--- config.mk ---
export PLATFORM = sky130hd
export DESIGN_NAME = four_line_async_mux_silo_regs
export DESIGN_NICKNAME = d
export VERILOG_FILES = /design/src/hw/mux_pkg.sv /design/src/hw/receive_silo.sv /design/src/hw/four_line_async_mux_silo_regs.sv
export SDC_FILE = /design/constraint.sdc
export NUM_CORES = 1
export LEC_CHECK = 0
export BUFFER_PORTS_ARGS = -buffer_cell sky130_fd_sc_hd__clkbuf_2
export CORE_UTILIZATION = 47
export CTS_BUF_LIST = sky130_fd_sc_hd__clkbuf_8
export DETAILED_ROUTE_END_ITERATION = 7
export SETUP_SLACK_MARGIN = 0.5
export SLEW_MARGIN = 20
export SYNTH_ARGS = -nofsm -noshare
export SYNTH_HDL_FRONTEND = slang
export SYNTH_SLANG_ARGS = --single-unit
--- constraint.sdc ---
create_clock -name mclk_in -period 4.5 [get_ports mclk_in]
set_clock_uncertainty 0.2 [all_clocks]
set_input_delay 0.9 -clock mclk_in [delete_from_list [all_inputs] [get_ports mclk_in]]
set_output_delay 0.9 -clock mclk_in [all_outputs]
set_load 0.005 [all_outputs]
--- src/hw/mux_pkg.sv ---
// Shared constants and types for the four-line serial multiplexer
`default_nettype none
package mux_pkg;
    // Register select addresses (byte addresses on the device bus)
    localparam logic [2:0] ADDR_CONTROL_STATUS = 3'h0;
    localparam logic [2:0] ADDR_RECEIVE_BUFFER = 3'h2;
    localparam logic [2:0] ADDR_LINE_PARAMETERS = 3'h2;
    localparam logic [2:0] ADDR_TRANSMITTER_CONTROL = 3'h4;
    localparam logic [2:0] ADDR_MODEM_STATUS = 3'h6;
    localparam logic [2:0] ADDR_TRANSMIT_DATA = 3'h6;

    // control_status fields
    localparam int CS_TRANSMITTER_READY_FLAG = 15;
    localparam int CS_TIE = 14;
    localparam int CS_SA = 13;
    localparam int CS_SAE = 12;
    localparam int CS_TLINE_LO = 8;
    localparam int CS_RDONE = 7;
    localparam int CS_RIE = 6;
    localparam int CS_MSE = 5;
    localparam int CS_CLR = 4;
    localparam int CS_MAINT = 3;
    // receive_buffer fields
    localparam int RB_VALID = 15;
    localparam int RB_OVRN = 14;
    localparam int RB_FRAM = 13;
    localparam int RB_PAR = 12;
    localparam int RB_LINE_LO = 8;
    // line_parameters fields
    localparam int LP_RX_EN = 12;
    localparam int LP_SPEED_LO = 8;
    localparam int LP_ODD = 7;
    localparam int LP_PAR_EN = 6;
    localparam int LP_STOP = 5;
    localparam int LP_LEN_LO = 3;
    localparam int LP_LINE_LO = 0;
    // transmitter_control, modem_status, transmit_data fields
    localparam int TC_EN_LO = 0;
    localparam int TC_DTR_LO = 8;
    localparam int MS_RING_LO = 0;
    localparam int MS_CARR_LO = 8;
    localparam int TD_BRK_LO = 8;

    localparam int VEC_SRC_BIT = 2;
    localparam logic [4:0] ALARM_COUNT = 5'h10;
    localparam logic [2:0] SCAN_LAST = 3'h7;
    localparam int SILO_DEPTH = 64;

    // Strobe positions inside pins_t.strobe
    localparam int ST_RD = 0;
    localparam int ST_WLO = 1;
    localparam int ST_WHI = 2;
    localparam int ST_IAK = 3;
    localparam int ST_INIT = 4;

    typedef struct packed {
        logic fram;
        logic ovrn;
        logic par;
        logic [7:0] data;
    } uart_rx_t;

    typedef struct packed {
        logic fram;
        logic ovrn;
        logic par;
        logic [1:0] line;
        logic [7:0] data;
    } silo_entry_t;

    typedef struct packed {
        logic receive_line_enable;
        logic [3:0] speed;
        logic odd;
        logic par_en;
        logic stop;
        logic [1:0] len;
    } line_param_t;

    typedef struct packed {
        logic [2:0] addr;
        logic [15:0] data;
        logic [4:0] strobe;
        logic [3:0] da;
        logic [3:0] tbmt;
        logic [7:0] modem;
        uart_rx_t [3:0] rx;
    } pins_t;

    function automatic logic [2:0] reg_addr(input logic [2:0] a);
        return {a[2:1], 1'b0};
    endfunction
endpackage
`default_nettype wire

--- src/hw/receive_silo.sv ---
// Fall-through receive silo holding received characters
`timescale 1ns/100ps
`default_nettype none
module receive_silo #(
    parameter int DEPTH = mux_pkg::SILO_DEPTH,
    parameter int AW = $clog2(DEPTH)
) (
    input wire logic mclk_in,
    input wire logic rst_n_in,
    input wire logic flush_in,
    input wire logic load_in,
    input wire mux_pkg::silo_entry_t entry_in,
    input wire logic unload_in,
    output logic in_ready_out,
    output logic out_ready_out,
    output mux_pkg::silo_entry_t entry_out
);
    typedef struct packed {
        logic [AW:0] count;
        logic [AW-1:0] rd;
        logic [AW-1:0] wr;
    } silo_state_t;

    silo_state_t s;
    silo_state_t next_s;
    mux_pkg::silo_entry_t mem [DEPTH];
    logic do_load;
    logic do_unload;

    assign in_ready_out = s.count != (AW + 1)'(DEPTH);
    assign out_ready_out = s.count != '0;
    assign do_load = load_in & in_ready_out;
    assign do_unload = unload_in & out_ready_out;
    // Oldest entry is visible at once, no ripple through stages
    assign entry_out = mem[s.rd];

    // DEPTH must be a power of two: pointers wrap by overflow
    always_comb
    begin
        next_s = s;
        if (do_load)
            next_s.wr = s.wr + 1'b1;
        if (do_unload)
            next_s.rd = s.rd + 1'b1;
        next_s.count = s.count + (AW + 1)'(do_load) - (AW + 1)'(do_unload);
        if (flush_in)
            next_s = '0;
    end

    always_ff @(posedge mclk_in)
    begin
        if (!rst_n_in)
            s <= '0;
        else
            s <= next_s;
    end

    always_ff @(posedge mclk_in)
    begin
        if (do_load)
            mem[s.wr] <= entry_in;
    end
endmodule
`default_nettype wire

--- src/hw/four_line_async_mux_silo_regs.sv ---
// Register decode, receive silo control and line select of the mux
`timescale 1ns/100ps
`default_nettype none
module four_line_async_mux_silo_regs #(
    // Switch-selected vector; value is arbitrary
    parameter logic [15:0] VECTOR_BASE = 16'h0100
) (
    input wire logic mclk_in,
    input wire logic rst_n_in,
    input wire logic [2:0] bus_addr_in,
    input wire logic [15:0] bus_data_in,
    input wire logic bus_read_in,
    input wire logic bus_write_lo_in,
    input wire logic bus_write_hi_in,
    input wire logic bus_iack_in,
    input wire logic bus_init_in,
    output logic [15:0] bus_data_out,
    output logic bus_data_oe_out,
    output logic bus_reply_out,
    output logic vector_drive_out,
    output logic intr_req_out,
    input wire logic [3:0] data_avail_in,
    input wire mux_pkg::uart_rx_t [3:0] rx_word_in,
    input wire logic [3:0] tx_empty_in,
    input wire logic [7:0] modem_in,
    output logic [3:0] data_avail_reset_out,
    output logic [3:0] holding_load_strobe_n_out,
    output logic [7:0] transmit_char_bit_out,
    output mux_pkg::line_param_t [3:0] line_param_out,
    output logic [3:0] dtr_out,
    output logic [7:0] break_out,
    output logic maint_out
);
    typedef struct packed {
        mux_pkg::pins_t pin_m;
        mux_pkg::pins_t pin_s;
        logic [4:0] strobe_d;
        logic transmit_interrupt_enable;
        logic silo_alarm_enable;
        logic silo_alarm_flag;
        logic rie;
        logic mse;
        logic maint;
        logic clr_req;
        logic [1:0] tline;
        logic [3:0] line_en;
        logic [3:0] dtr;
        logic [7:0] brk;
        logic [7:0] tx_char;
        mux_pkg::line_param_t [3:0] params;
        logic [2:0] scan_cnt;
        logic [1:0] rx_line;
        logic [4:0] alarm_cnt;
        logic tx_wait;
        logic [15:0] rd_data;
        logic data_oe;
        logic reply;
        logic vector_drive;
        logic [3:0] hold_load;
        logic [3:0] da_reset;
    } state_t;

    state_t s;
    state_t next_s;
    mux_pkg::pins_t pins_now;
    mux_pkg::silo_entry_t silo_in;
    mux_pkg::silo_entry_t silo_out;
    logic [4:0] rise;
    logic [2:0] sel;
    logic [15:0] wdata;
    logic tick;
    logic init;
    logic in_ready;
    logic rdone;
    logic silo_load;
    logic receive_buffer_read;
    logic csr_lo_wr;
    logic transmitter_ready_flag;
    logic rx_irq;
    logic tx_irq;

    assign pins_now.addr = bus_addr_in;
    assign pins_now.data = bus_data_in;
    assign pins_now.strobe = {bus_init_in, bus_iack_in, bus_write_hi_in,
                              bus_write_lo_in, bus_read_in};
    assign pins_now.da = data_avail_in;
    assign pins_now.tbmt = tx_empty_in;
    assign pins_now.modem = modem_in;
    assign pins_now.rx = rx_word_in;

    // Address and data are sampled two stages late, like the strobes,
    // so they line up with the strobe edge that uses them
    assign rise = s.pin_s.strobe & ~s.strobe_d;
    assign sel = mux_pkg::reg_addr(s.pin_s.addr);
    assign wdata = s.pin_s.data;
    assign tick = s.mse && (s.scan_cnt == mux_pkg::SCAN_LAST);
    assign init = s.clr_req | s.pin_s.strobe[mux_pkg::ST_INIT];
    assign receive_buffer_read = rise[mux_pkg::ST_RD]
                       && (sel == mux_pkg::ADDR_RECEIVE_BUFFER);
    assign csr_lo_wr = rise[mux_pkg::ST_WLO]
                       && (sel == mux_pkg::ADDR_CONTROL_STATUS);
    // Scanned line is loaded only on a scan tick, which spaces loads
    // past the input synchroniser so one character is not taken twice
    assign silo_load = tick && s.pin_s.da[s.rx_line] && in_ready;
    assign transmitter_ready_flag = s.mse && s.line_en[s.tline]
                  && s.pin_s.tbmt[s.tline] && !s.tx_wait;
    assign rx_irq = s.rie
                    && (s.silo_alarm_enable ? s.silo_alarm_flag : rdone);
    assign tx_irq = s.transmit_interrupt_enable && transmitter_ready_flag;

    assign silo_in.fram = s.pin_s.rx[s.rx_line].fram;
    assign silo_in.ovrn = s.pin_s.rx[s.rx_line].ovrn;
    assign silo_in.par = s.pin_s.rx[s.rx_line].par;
    assign silo_in.line = s.rx_line;
    assign silo_in.data = s.pin_s.rx[s.rx_line].data;

    receive_silo #(
        .DEPTH(mux_pkg::SILO_DEPTH)
    ) u_silo (
        .mclk_in(mclk_in),
        .rst_n_in(rst_n_in),
        .flush_in(init),
        .load_in(silo_load),
        .entry_in(silo_in),
        .unload_in(receive_buffer_read && rdone),
        .in_ready_out(in_ready),
        .out_ready_out(rdone),
        .entry_out(silo_out)
    );

    always_comb
    begin
        next_s = s;
        next_s.pin_m = pins_now;
        next_s.pin_s = s.pin_m;
        next_s.strobe_d = s.pin_s.strobe;
        next_s.hold_load = '0;
        next_s.da_reset = '0;
        next_s.clr_req = 1'b0;
        next_s.scan_cnt = s.scan_cnt + 3'h1;
        next_s.reply = |s.pin_s.strobe[mux_pkg::ST_IAK:mux_pkg::ST_RD];
        next_s.data_oe = s.pin_s.strobe[mux_pkg::ST_RD]
                         | s.pin_s.strobe[mux_pkg::ST_IAK];
        if (!s.pin_s.strobe[mux_pkg::ST_IAK])
            next_s.vector_drive = 1'b0;
        if (rise[mux_pkg::ST_IAK])
        begin
            // Receiver wins when both sources request
            next_s.vector_drive = 1'b1;
            next_s.rd_data = VECTOR_BASE;
            next_s.rd_data[mux_pkg::VEC_SRC_BIT] = !rx_irq;
        end
        if (rise[mux_pkg::ST_RD])
        begin
            next_s.rd_data = '0;
            unique case (sel)
                mux_pkg::ADDR_CONTROL_STATUS:
                begin
                    next_s.rd_data[mux_pkg::CS_TRANSMITTER_READY_FLAG] = transmitter_ready_flag;
                    next_s.rd_data[mux_pkg::CS_TIE] =
                        s.transmit_interrupt_enable;
                    next_s.rd_data[mux_pkg::CS_SA] =
                        s.silo_alarm_flag;
                    next_s.rd_data[mux_pkg::CS_SAE] =
                        s.silo_alarm_enable;
                    next_s.rd_data[mux_pkg::CS_TLINE_LO+:2] =
                        s.tline;
                    next_s.rd_data[mux_pkg::CS_RDONE] = rdone;
                    next_s.rd_data[mux_pkg::CS_RIE] = s.rie;
                    next_s.rd_data[mux_pkg::CS_MSE] = s.mse;
                    next_s.rd_data[mux_pkg::CS_MAINT] = s.maint;
                end
                mux_pkg::ADDR_RECEIVE_BUFFER:
                begin
                    next_s.rd_data[mux_pkg::RB_VALID] = rdone;
                    next_s.rd_data[mux_pkg::RB_OVRN] = silo_out.ovrn;
                    next_s.rd_data[mux_pkg::RB_FRAM] = silo_out.fram;
                    next_s.rd_data[mux_pkg::RB_PAR] = silo_out.par;
                    next_s.rd_data[mux_pkg::RB_LINE_LO+:2] =
                        silo_out.line;
                    next_s.rd_data[7:0] = silo_out.data;
                end
                mux_pkg::ADDR_TRANSMITTER_CONTROL:
                begin
                    next_s.rd_data[mux_pkg::TC_EN_LO+:4] = s.line_en;
                    next_s.rd_data[mux_pkg::TC_DTR_LO+:4] = s.dtr;
                end
                mux_pkg::ADDR_MODEM_STATUS:
                begin
                    next_s.rd_data[mux_pkg::MS_RING_LO+:4] =
                        s.pin_s.modem[3:0];
                    next_s.rd_data[mux_pkg::MS_CARR_LO+:4] = s.pin_s.modem[7:4];
                end
                default:
                begin
                    next_s.rd_data = '0;
                end
            endcase
        end
        // Transmit scanner moves on while the selected line cannot take data
        if (tick && !transmitter_ready_flag)
        begin
            next_s.tline = s.tline + 2'h1;
            next_s.tx_wait = 1'b0;
        end
        if (rise[mux_pkg::ST_WLO])
        begin
            unique case (sel)
                mux_pkg::ADDR_CONTROL_STATUS:
                begin
                    next_s.maint = wdata[mux_pkg::CS_MAINT];
                    next_s.clr_req = wdata[mux_pkg::CS_CLR];
                    next_s.mse = wdata[mux_pkg::CS_MSE];
                    next_s.rie = wdata[mux_pkg::CS_RIE];
                end
                mux_pkg::ADDR_LINE_PARAMETERS:
                begin
                    next_s.params[wdata[mux_pkg::LP_LINE_LO+:2]] = '{
                        receive_line_enable: wdata[mux_pkg::LP_RX_EN],
                        speed: wdata[mux_pkg::LP_SPEED_LO+:4],
                        odd: wdata[mux_pkg::LP_ODD],
                        par_en: wdata[mux_pkg::LP_PAR_EN],
                        stop: wdata[mux_pkg::LP_STOP],
                        len: wdata[mux_pkg::LP_LEN_LO+:2]
                    };
                end
                mux_pkg::ADDR_TRANSMITTER_CONTROL:
                begin
                    next_s.line_en = wdata[mux_pkg::TC_EN_LO+:4];
                end
                mux_pkg::ADDR_TRANSMIT_DATA:
                begin
                    next_s.tx_char = wdata[7:0];
                    if (transmitter_ready_flag)
                    begin
                        next_s.hold_load[s.tline] = 1'b1;
                        next_s.tx_wait = 1'b1;
                    end
                end
                default:
                begin
                    next_s.tx_wait = next_s.tx_wait;
                end
            endcase
        end
        if (rise[mux_pkg::ST_WHI])
        begin
            if (sel == mux_pkg::ADDR_CONTROL_STATUS)
            begin
                next_s.silo_alarm_enable = wdata[mux_pkg::CS_SAE];
                next_s.transmit_interrupt_enable = wdata[mux_pkg::CS_TIE];
            end
            if (sel == mux_pkg::ADDR_TRANSMITTER_CONTROL)
                next_s.dtr = wdata[mux_pkg::TC_DTR_LO+:4];
            if (sel == mux_pkg::ADDR_TRANSMIT_DATA)
                next_s.brk = wdata[mux_pkg::TD_BRK_LO+:8];
        end
        if (tick)
            next_s.rx_line = s.rx_line + 2'h1;
        if (silo_load)
            next_s.da_reset[s.rx_line] = 1'b1;
        // A load in the clearing cycle still counts afterwards
        if (receive_buffer_read)
        begin
            next_s.silo_alarm_flag = 1'b0;
            next_s.alarm_cnt = '0;
        end
        if (silo_load && next_s.alarm_cnt != mux_pkg::ALARM_COUNT)
        begin
            next_s.alarm_cnt = next_s.alarm_cnt + 5'h1;
            if (next_s.alarm_cnt == mux_pkg::ALARM_COUNT)
                next_s.silo_alarm_flag = 1'b1;
        end
        if (!s.silo_alarm_enable)
        begin
            next_s.silo_alarm_flag = 1'b0;
            next_s.alarm_cnt = '0;
        end
        if (init)
        begin
            next_s.transmit_interrupt_enable = 1'b0;
            next_s.silo_alarm_enable = 1'b0;
            next_s.silo_alarm_flag = 1'b0;
            next_s.rie = 1'b0;
            next_s.mse = 1'b0;
            next_s.maint = 1'b0;
            next_s.tline = '0;
            next_s.line_en = '0;
            next_s.dtr = '0;
            next_s.brk = '0;
            next_s.params = '0;
            next_s.alarm_cnt = '0;
            next_s.tx_wait = 1'b0;
        end
    end

    always_ff @(posedge mclk_in)
    begin
        if (!rst_n_in)
            s <= '0;
        else
            s <= next_s;
    end

    assign bus_data_out = s.rd_data;
    assign bus_data_oe_out = s.data_oe;
    assign bus_reply_out = s.reply;
    assign vector_drive_out = s.vector_drive;
    assign intr_req_out = rx_irq | tx_irq;
    assign data_avail_reset_out = s.da_reset;
    assign holding_load_strobe_n_out = ~s.hold_load;
    assign transmit_char_bit_out = s.tx_char;
    assign line_param_out = s.params;
    assign dtr_out = s.dtr;
    assign break_out = s.brk;
    assign maint_out = s.maint;
endmodule
`default_nettype wire

==> impl_results.rst, run 1 <==
.. list-table::
   :header-rows: 1

   * - Metric
     - Value
   * - Setup violators final
     - 0
   * - Area of all placed cells without fillers
     - 48,900 um2
   * - Cell Area, Synth
     - 43,300 um2
   * - TritonCTS Buffers
     - 179
   * - Wirelength, routed
     - 104,000 um
   * - Largest fanout on the critical path
     - 9
   * - Critical path class
     - register to register
   * - Pwr Density
     - 412 nW/um2
   * - Number of logic stages on the critical path including buffering
     - 15
   * - Setup total negative slack
     - 0 ps
   * - Max Clk Rate
     - 0.276 GHz
   * - Wire length of the first global-routing pass
     - 153,000 um
   * - Transition time at the pin with the least slew margin
     - 1080 ps
   * - Detailed-router iteration count before antenna repair
     - 6
   * - Total number of yosys warnings
     - 0
   * - Count of nets left with antenna violations after detail routing
     - 0
   * - GR Overflow Total
     - 0
   * - Met1 layer wirelength in the final routing
     - 44,900 um
   * - Maximum single-stage delay on the critical path
     - 440 ps
   * - Number of clock sinks
     - 1,138
   * - Final Wtd Congestion
     - 0.927
   * - Count of state elements after synthesis
     - 1,138
   * - Data required time at the worst endpoint
     - 4950 ps
   * - Resized cells post-CTS
     - 0
   * - Start point of the critical path
     - s[35]
   * - Die outline height
     - 306 um
   * - Worst reg2reg path endpoint
     - u_silo.s[18]
   * - Number of enable flip-flop cells after synthesis
     - 832
   * - H-tree levels
     - 4
   * - Initial core utilization
     - 47.8%
   * - CP endpoint kind
     - register
   * - TritonCTS clock tree
     - yes
   * - Synth Area per Inst
     - 17.3 um2
   * - Worst setup slack before clock tree synthesis
     - 903 ps
   * - Post-synthesis async set-or-reset flop share
     - 0%
   * - Buffering stage count on the worst path with inverters included
     - 2
   * - Std-Cell Rows
     - 110
   * - Proportion of layout cells with a drive suffix above 1
     - 26.8%
   * - Slowest-stage cell, CP
     - sky130_fd_sc_hd__nor2b_1
   * - Dominant register cell in the synthesized netlist
     - sky130_fd_sc_hd__edfxtp_1
   * - Cells traversed along the worst timing path
     - ha_1, ha_1, nand2_1, nor2b_1, nand2_1, inv_1, ha_1, inv_1, fa_1, nand2b_1, a21oi_1, o21ai_0, a21oi_1, or3_1, a21oi_1
   * - Path class of the lowest-slack min-delay path
     - input pin to register
   * - Horiz. Die Dim
     - 306 um
   * - Clock group share of total power
     - 41.6%
   * - Post-CTS setup-driven buffer insertion count
     - 0
   * - Launch instance of the worst register-to-register path
     - s[35]
   * - Max VDD drop
     - 0.000363 V
   * - Number of top-level pins
     - 175
   * - Met3 wire length
     - 6010 um
   * - Worst-case reg-to-reg path depth
     - 15
   * - Remaining max-slew budget at the tightest pin
     - 28.0%
   * - WL met2
     - 50,200 um
   * - Worst path arrival time
     - 4080 ps
   * - Total Die Area
     - 93,400 um2
   * - Max Slew Vio Count
     - 0
   * - Half-perimeter wire length after placement
     - 65,300 um
   * - Fraction of power spent switching nets
     - 21.1%
   * - Post-route DRC
     - 0
   * - Critical path launch point type
     - register
   * - Mean routed wirelength per cell
     - 25.4 um
   * - Number of distinct standard cells referenced by the synthesized netlist
     - 65
   * - Fin util
     - 53.9%
   * - Uppermost routed layer
     - met4
   * - Area growth syn-to-layout
     - 12.8%
   * - Post-synth net total
     - 2,608
   * - Max clock buf depth
     - 3
   * - Initial antenna violation count
     - 2
   * - Port Buf Inserts
     - 173
   * - Placeable core region
     - 90,700 um2
   * - Cell internal pwr
     - 15.9 mW
   * - Largest net degree at the start of global routing
     - 140
   * - Cell leakage power
     - 16.8 nW
   * - Placed Area
     - 45,300 um2
   * - Gate count of the mapped netlist
     - 2,499
   * - CTS clock-pin slew for the worst setup and hold paths
     - 60 ps
   * - Register area share after synthesis
     - 71.8%
   * - R2R setup slack
     - 870 ps
   * - Clk Tree Root Cell
     - sky130_fd_sc_hd__clkbuf_8
   * - Result of the run
     - finished, final reports clean
   * - Maximum capacitance violations
     - 0
   * - Net switching power
     - 4.25 mW
   * - Unrepaired setup endpoints after global routing
     - false
   * - Number of vias per cell
     - 5.60
   * - Family of cells with the greatest summed delay on the critical path
     - simple AND/OR/NAND/NOR gates
   * - GR Util All Layers
     - 22.5%
   * - Vias in the first global route
     - 23,473
   * - Worst setup endpoint
     - u_silo.s[18]
   * - Total via count in the routed design
     - 22,939
   * - Cts hold-fix bufs
     - 7
   * - Final worst path period need
     - 3630 ps
   * - Share of total power in sequential cells
     - 56.3%
   * - Final critical-path share of the clock period
     - 80.6%
   * - Fillers
     - 7,116
   * - Combinational power share
     - 2.1%
   * - Number of nets in the layout
     - 2,883
   * - Hold violation total from the final report
     - 0
   * - Clock insertion delay at the later pin of the skew report
     - 810 ps
   * - Iteration-0 DRC count of the detailed router
     - 2,204
   * - Worst path setup slack after routing
     - 873 ps
## power by group through the flow
stage / sequential, mW / combinational, mW / clock, mW
2_1_floorplan: 11.5 / 0.261 / 0
3_3_place_gp: 11.5 / 0.407 / 0
3_5_place_dp: 11.5 / 0.416 / 0
4_1_cts: 11.3 / 0.424 / 8.61
5_1_grt: 11.3 / 0.462 / 9.06
6_report: 11.3 / 0.422 / 8.38
## layer usage
| layer | track usage (%) | up-vias |
|---|---|---|
| met5 | 0 | - |
| met4 | 8.04 | 0 |
| met3 | 3.72 | 186 |
| met2 | 35.8 | 787 |
| met1 | 31.4 | 11947 |
| li1 | - | 10019 |
## flip-flops by register name, indices dropped and copies added, names as in the netlist, named ones only
| register | count |
|---|---|
| vector_drive_out | 1 |
| next_s | 88 |
| bus_data_out | 16 |
| maint_out | 1 |
| data_avail_reset_out | 4 |
| u_silo.s | 19 |
| s | 93 |
| bus_reply_out | 1 |
| break_out | 8 |
| u_silo.mem | 832 |
| wdata | 16 |
| line_param_out | 40 |
| dtr_out | 4 |
| bus_data_oe_out | 1 |
| transmit_char_bit_out | 8 |
## per-stage QoR
stage	total power [mW]	std cells	hold WS (ps)
floorplan	11.8	2499	199
global placement	11.9	3762	215
detailed placement	12.0	3762	217
CTS	20.3	4090	1.18
global route	20.8	4093	27.6
finish	20.1	4093	92.2
## cells in the final DEF, fill, tap and decap left out, types with 12 or more instances in the layout
cell type,count
sky130_fd_sc_hd__nor2_1,177
sky130_fd_sc_hd__clkbuf_8,200
sky130_fd_sc_hd__ha_1,22
sky130_fd_sc_hd__clkinv_1,26
sky130_fd_sc_hd__clkbuf_2,172
sky130_fd_sc_hd__mux2_2,19
sky130_fd_sc_hd__nand2b_1,14
sky130_fd_sc_hd__a21oi_1,50
sky130_fd_sc_hd__nor2b_1,18
sky130_fd_sc_hd__clkinv_2,14
sky130_fd_sc_hd__dfxtp_1,300
sky130_fd_sc_hd__nand3_1,27
sky130_fd_sc_hd__inv_1,87
sky130_fd_sc_hd__a22oi_1,14
sky130_fd_sc_hd__and2_1,179
sky130_fd_sc_hd__nand2_1,105
sky130_fd_sc_hd__o21ai_0,12
sky130_fd_sc_hd__mux4_2,216
sky130_fd_sc_hd__mux2i_1,117
sky130_fd_sc_hd__buf_4,119
sky130_fd_sc_hd__edfxtp_1,832
## how the worst min path moves through the flow
stage,from,end,slack [ps],cells after the start
2_1_floorplan,s[35],s[35],200,1
3_3_place_gp,next_s[140],s[140],220,1
3_5_place_dp,next_s[140],s[140],220,1
4_1_cts,rx_word_in[9],next_s[125],1,2
5_1_grt,bus_data_in[2],next_s[183],30,2
6_report,bus_data_in[2],next_s[183],90,2
## synth_stat cells (11+ instances only)
cell type	instances	area (um2)
sky130_fd_sc_hd__and2_1	179	1120
sky130_fd_sc_hd__a211oi_1	11	82.6
sky130_fd_sc_hd__nand2_1	105	394
sky130_fd_sc_hd__nor2_1	177	664
sky130_fd_sc_hd__nor3_1	11	55.1
sky130_fd_sc_hd__buf_1	13	48.8
sky130_fd_sc_hd__ha_1	22	275
sky130_fd_sc_hd__dfxtp_1	306	6130
sky130_fd_sc_hd__nand3_1	27	135
sky130_fd_sc_hd__o211ai_1	11	82.6
sky130_fd_sc_hd__nor2b_1	18	113
sky130_fd_sc_hd__buf_2	21	105
sky130_fd_sc_hd__edfxtp_1	832	25000
sky130_fd_sc_hd__mux2i_1	117	1170
sky130_fd_sc_hd__o21ai_0	12	60.1
sky130_fd_sc_hd__buf_6	20	225
sky130_fd_sc_hd__buf_4	99	743
sky130_fd_sc_hd__clkbuf_1	51	191
sky130_fd_sc_hd__nand2b_1	14	87.6
sky130_fd_sc_hd__mux4_2	218	4910
sky130_fd_sc_hd__xor2_1	11	96.3
sky130_fd_sc_hd__inv_1	23	86.3
sky130_fd_sc_hd__a21oi_1	50	250
sky130_fd_sc_hd__mux2_2	19	214
sky130_fd_sc_hd__a22oi_1	14	105
## cell families after synthesis
logic type      after synthesis  synth area share (%)
simple gates                573                  6.61
flops                      1138                  71.8
compound gates              155                  2.38
mux                         357                  14.7
buf+inv                     235                  3.45
fa+ha+maj                    23                 0.682
xor+xnor                     18                 0.364
## area by class of cell
| cell class | instances | area, um2 | share of cell area [%] |
|---|---|---|---|
| Antenna cell | 3 | 7.51 | 0.0154 |
| Clock buffer | 200 | 2750 | 5.63 |
| Clock inverter | 121 | 717 | 1.47 |
| Inverter | 24 | 90.1 | 0.184 |
| Multi-Input combinational cell | 1126 | 10700 | 22.0 |
| Sequential cell | 1138 | 31100 | 63.7 |
| Tap cell | 1176 | 1470 | 3.01 |
| Timing Repair Buffer | 305 | 1960 | 4.02 |
(Power assumes the default switching activity.)
==> run 2: changes to the inputs <==
- clock period: 4.5 -> 3.4 ns (I/O delays scaled with it)
==> run 2 against run 1 <==
- setup slack worse by 720 ps
- flip-flop and latch count stayed put
- die area stayed put
- cell count is 3.4% higher
- utilization is 1.8 points higher
- critical path depth is 7 lower
- sequential power is 33% higher
- final area is 3.4% higher
- clock-buffer cell count is 2 lower
- via count is 2.7% higher
- total power is 34% higher
- critical path type is now register to output port
- highest routed layer is now met5
==> impl_results.rst, run 2 (same netlist as run 1, synthesis figures left out) <==
.. list-table::
   :header-rows: 1

   * - Metric
     - Value
   * - Final Wtd Congestion
     - 0.931
   * - Critical path launch point type
     - register
   * - Max Clk Rate
     - 0.308 GHz
   * - Leading cell type in the layout, fill and taps excluded
     - sky130_fd_sc_hd__edfxtp_1
   * - Detailed-router iteration count before antenna repair
     - 7
   * - Max Slew Vio Count
     - 0
   * - GR Overflow Total
     - 0
   * - Met1 layer wirelength in the final routing
     - 45,200 um
   * - Total via count in the routed design
     - 23,568
   * - Minimum hold slack
     - 224 ps
   * - Result of the run
     - finished, final reports clean
   * - Number of flip-flops under the largest register name
     - 832
   * - Transition time at the pin with the least slew margin
     - 1100 ps
   * - Largest net degree at the start of global routing
     - 159
   * - Horiz. Die Dim
     - 306 um
   * - Iteration-0 DRC count of the detailed router
     - 2,304
   * - Setup violators final
     - 0
   * - Total Die Area
     - 93,400 um2
   * - Remaining max-slew budget at the tightest pin
     - 26.5%
   * - Leading cell types in the layout, fill and taps excluded
     - sky130_fd_sc_hd__edfxtp_1 (832), sky130_fd_sc_hd__dfxtp_1 (296), sky130_fd_sc_hd__mux4_2 (218)
   * - Worst path arrival time
     - 2370 ps
   * - H-tree levels
     - 4
   * - CP endpoint kind
     - output port
   * - Largest fanout on the critical path
     - 2
   * - Number of clock sinks
     - 1,138
   * - Wire length of the first global-routing pass
     - 157,000 um
   * - Number of nets in the layout
     - 3,020
   * - Path class of the lowest-slack min-delay path
     - register to register
   * - Mean routed wirelength per cell
     - 25.2 um
   * - Count of nets left with antenna violations after detail routing
     - 0
   * - Number of vias per cell
     - 5.57
   * - Initial antenna violation count
     - 5
   * - Unrepaired setup endpoints after global routing
     - true
   * - TritonCTS clock tree
     - yes
   * - Maximum single-stage delay on the critical path
     - 320 ps
   * - Setup total negative slack
     - 0 ps
   * - WL met2
     - 51,500 um
   * - Area growth syn-to-layout
     - 16.6%
   * - Pwr Density
     - 533 nW/um2
   * - Maximum capacitance violations
     - 0
   * - Data required time at the worst endpoint
     - 2520 ps
   * - Cell leakage power
     - 17.5 nW
   * - Std-Cell Rows
     - 110
   * - Initial core utilization
     - 47.8%
   * - Slowest-stage cell, CP
     - sky130_fd_sc_hd__dfxtp_2
   * - Cells traversed along the worst timing path
     - inv_2, ha_4, nor4bb_4, nand2b_1, buf_6, o211ai_1, nand2_1, clkbuf_2
   * - Wirelength, routed
     - 107,000 um
   * - Critical path class
     - register to output port
   * - Clk Tree Root Cell
     - sky130_fd_sc_hd__clkbuf_8
   * - Proportion of layout cells with a drive suffix above 1
     - 28.6%
   * - Max clock buf depth
     - 3
   * - Vias in the first global route
     - 24,353
   * - CTS clock-pin slew for the worst setup and hold paths
     - 60 ps
   * - Worst setup slack before clock tree synthesis
     - 327 ps
   * - TritonCTS Buffers
     - 179
   * - Worst path setup slack after routing
     - 154 ps
   * - Die outline height
     - 306 um
   * - Number of top-level pins
     - 175
   * - Most flop-heavy register
     - u_silo.mem
   * - Uppermost routed layer
     - met5
   * - Fin util
     - 55.7%
   * - Hold violation total from the final report
     - 0
   * - Clock insertion delay at the later pin of the skew report
     - 830 ps
   * - Final critical-path share of the clock period
     - 95.5%
   * - Final worst path period need
     - 3250 ps
   * - Max VDD drop
     - 0.000339 V
   * - Port Buf Inserts
     - 173
   * - GR Util All Layers
     - 23.0%
   * - Met3 wire length
     - 6800 um
   * - Post-route DRC
     - 0
   * - Placeable core region
     - 90,700 um2
   * - Half-perimeter wire length after placement
     - 65,300 um
[run 2: cell count changes in the layout (fill, tap and decap cells not counted), sizes merged, moves of 2 or more]
cell / before / now
diode: 3 / 1
inv: 95 / 99
dlygate4sd3: 7 / 91
buf: 126 / 178
[run 2: what timing repair did]
item                       4_1_cts  5_1_grt
gates resized for setup         16       26
pin swaps                        5       13
setup endpoints to repair        8      174
hold buffers                    91        0
hold endpoints to repair        91        0
gates cloned                     0        1
setup buffers                   10        6
[run 2: cell type report]
| class | instances | area (um2) |
|---|---|---|
| fillers | 7026 | 40200 |
| inverters | 24 | 95.1 |
| flip-flops and latches | 1138 | 31100 |
| diodes | 1 | 2.50 |
| clock buffers | 198 | 2730 |
| repair buffers | 442 | 3440 |
| well taps | 1176 | 1470 |
| multi-input cells | 1126 | 10900 |
| clock inverters | 127 | 753 |
[run 2: per-layer routing]
layer | vias to the layer above | track usage (%)
li1 | 10305 | -
met1 | 12246 | 31.8
met2 | 831 | 36.7
met3 | 184 | 4.35
met4 | 2 | 8.11
met5 | - | 0
[run 2: worst paths after layout]
path                      from      endpoint  slack, ps  depth (start not counted)
hold / removal     next_s[163]        s[163]        220                          1
setup reg to reg  u_silo.s[14]  u_silo.s[18]        370                         17
hold reg to reg    next_s[163]        s[163]        220                          1
setup / recovery  u_silo.s[14]  intr_req_out        150                          8
[run 2: metrics by stage]
step,power [mW],cell area [um2],cells
finish,26.9,50500,4232
global route,27.8,50500,4232
CTS,27.1,50300,4224
detailed placement,15.9,45800,3798
global placement,15.8,45800,3798
floorplan,15.6,43400,2499
[run 2: power by group]
| part | leakage [nW] | internal (mW) | switching, mW |
|---|---|---|---|
| Combinational | 5.36 | 0.378 | 0.411 |
| Clock | 2.03 | 5.84 | 5.30 |
| Sequential | 10.1 | 14.9 | 0.0585 |
[run 2: critical path: cells and delay by family, from the launching register on]
family,cells,cell delay [ps]
fa+ha+maj,1,130
buf+inv,3,360
simple gates,3,500
compound gates,1,230
flops,1,320
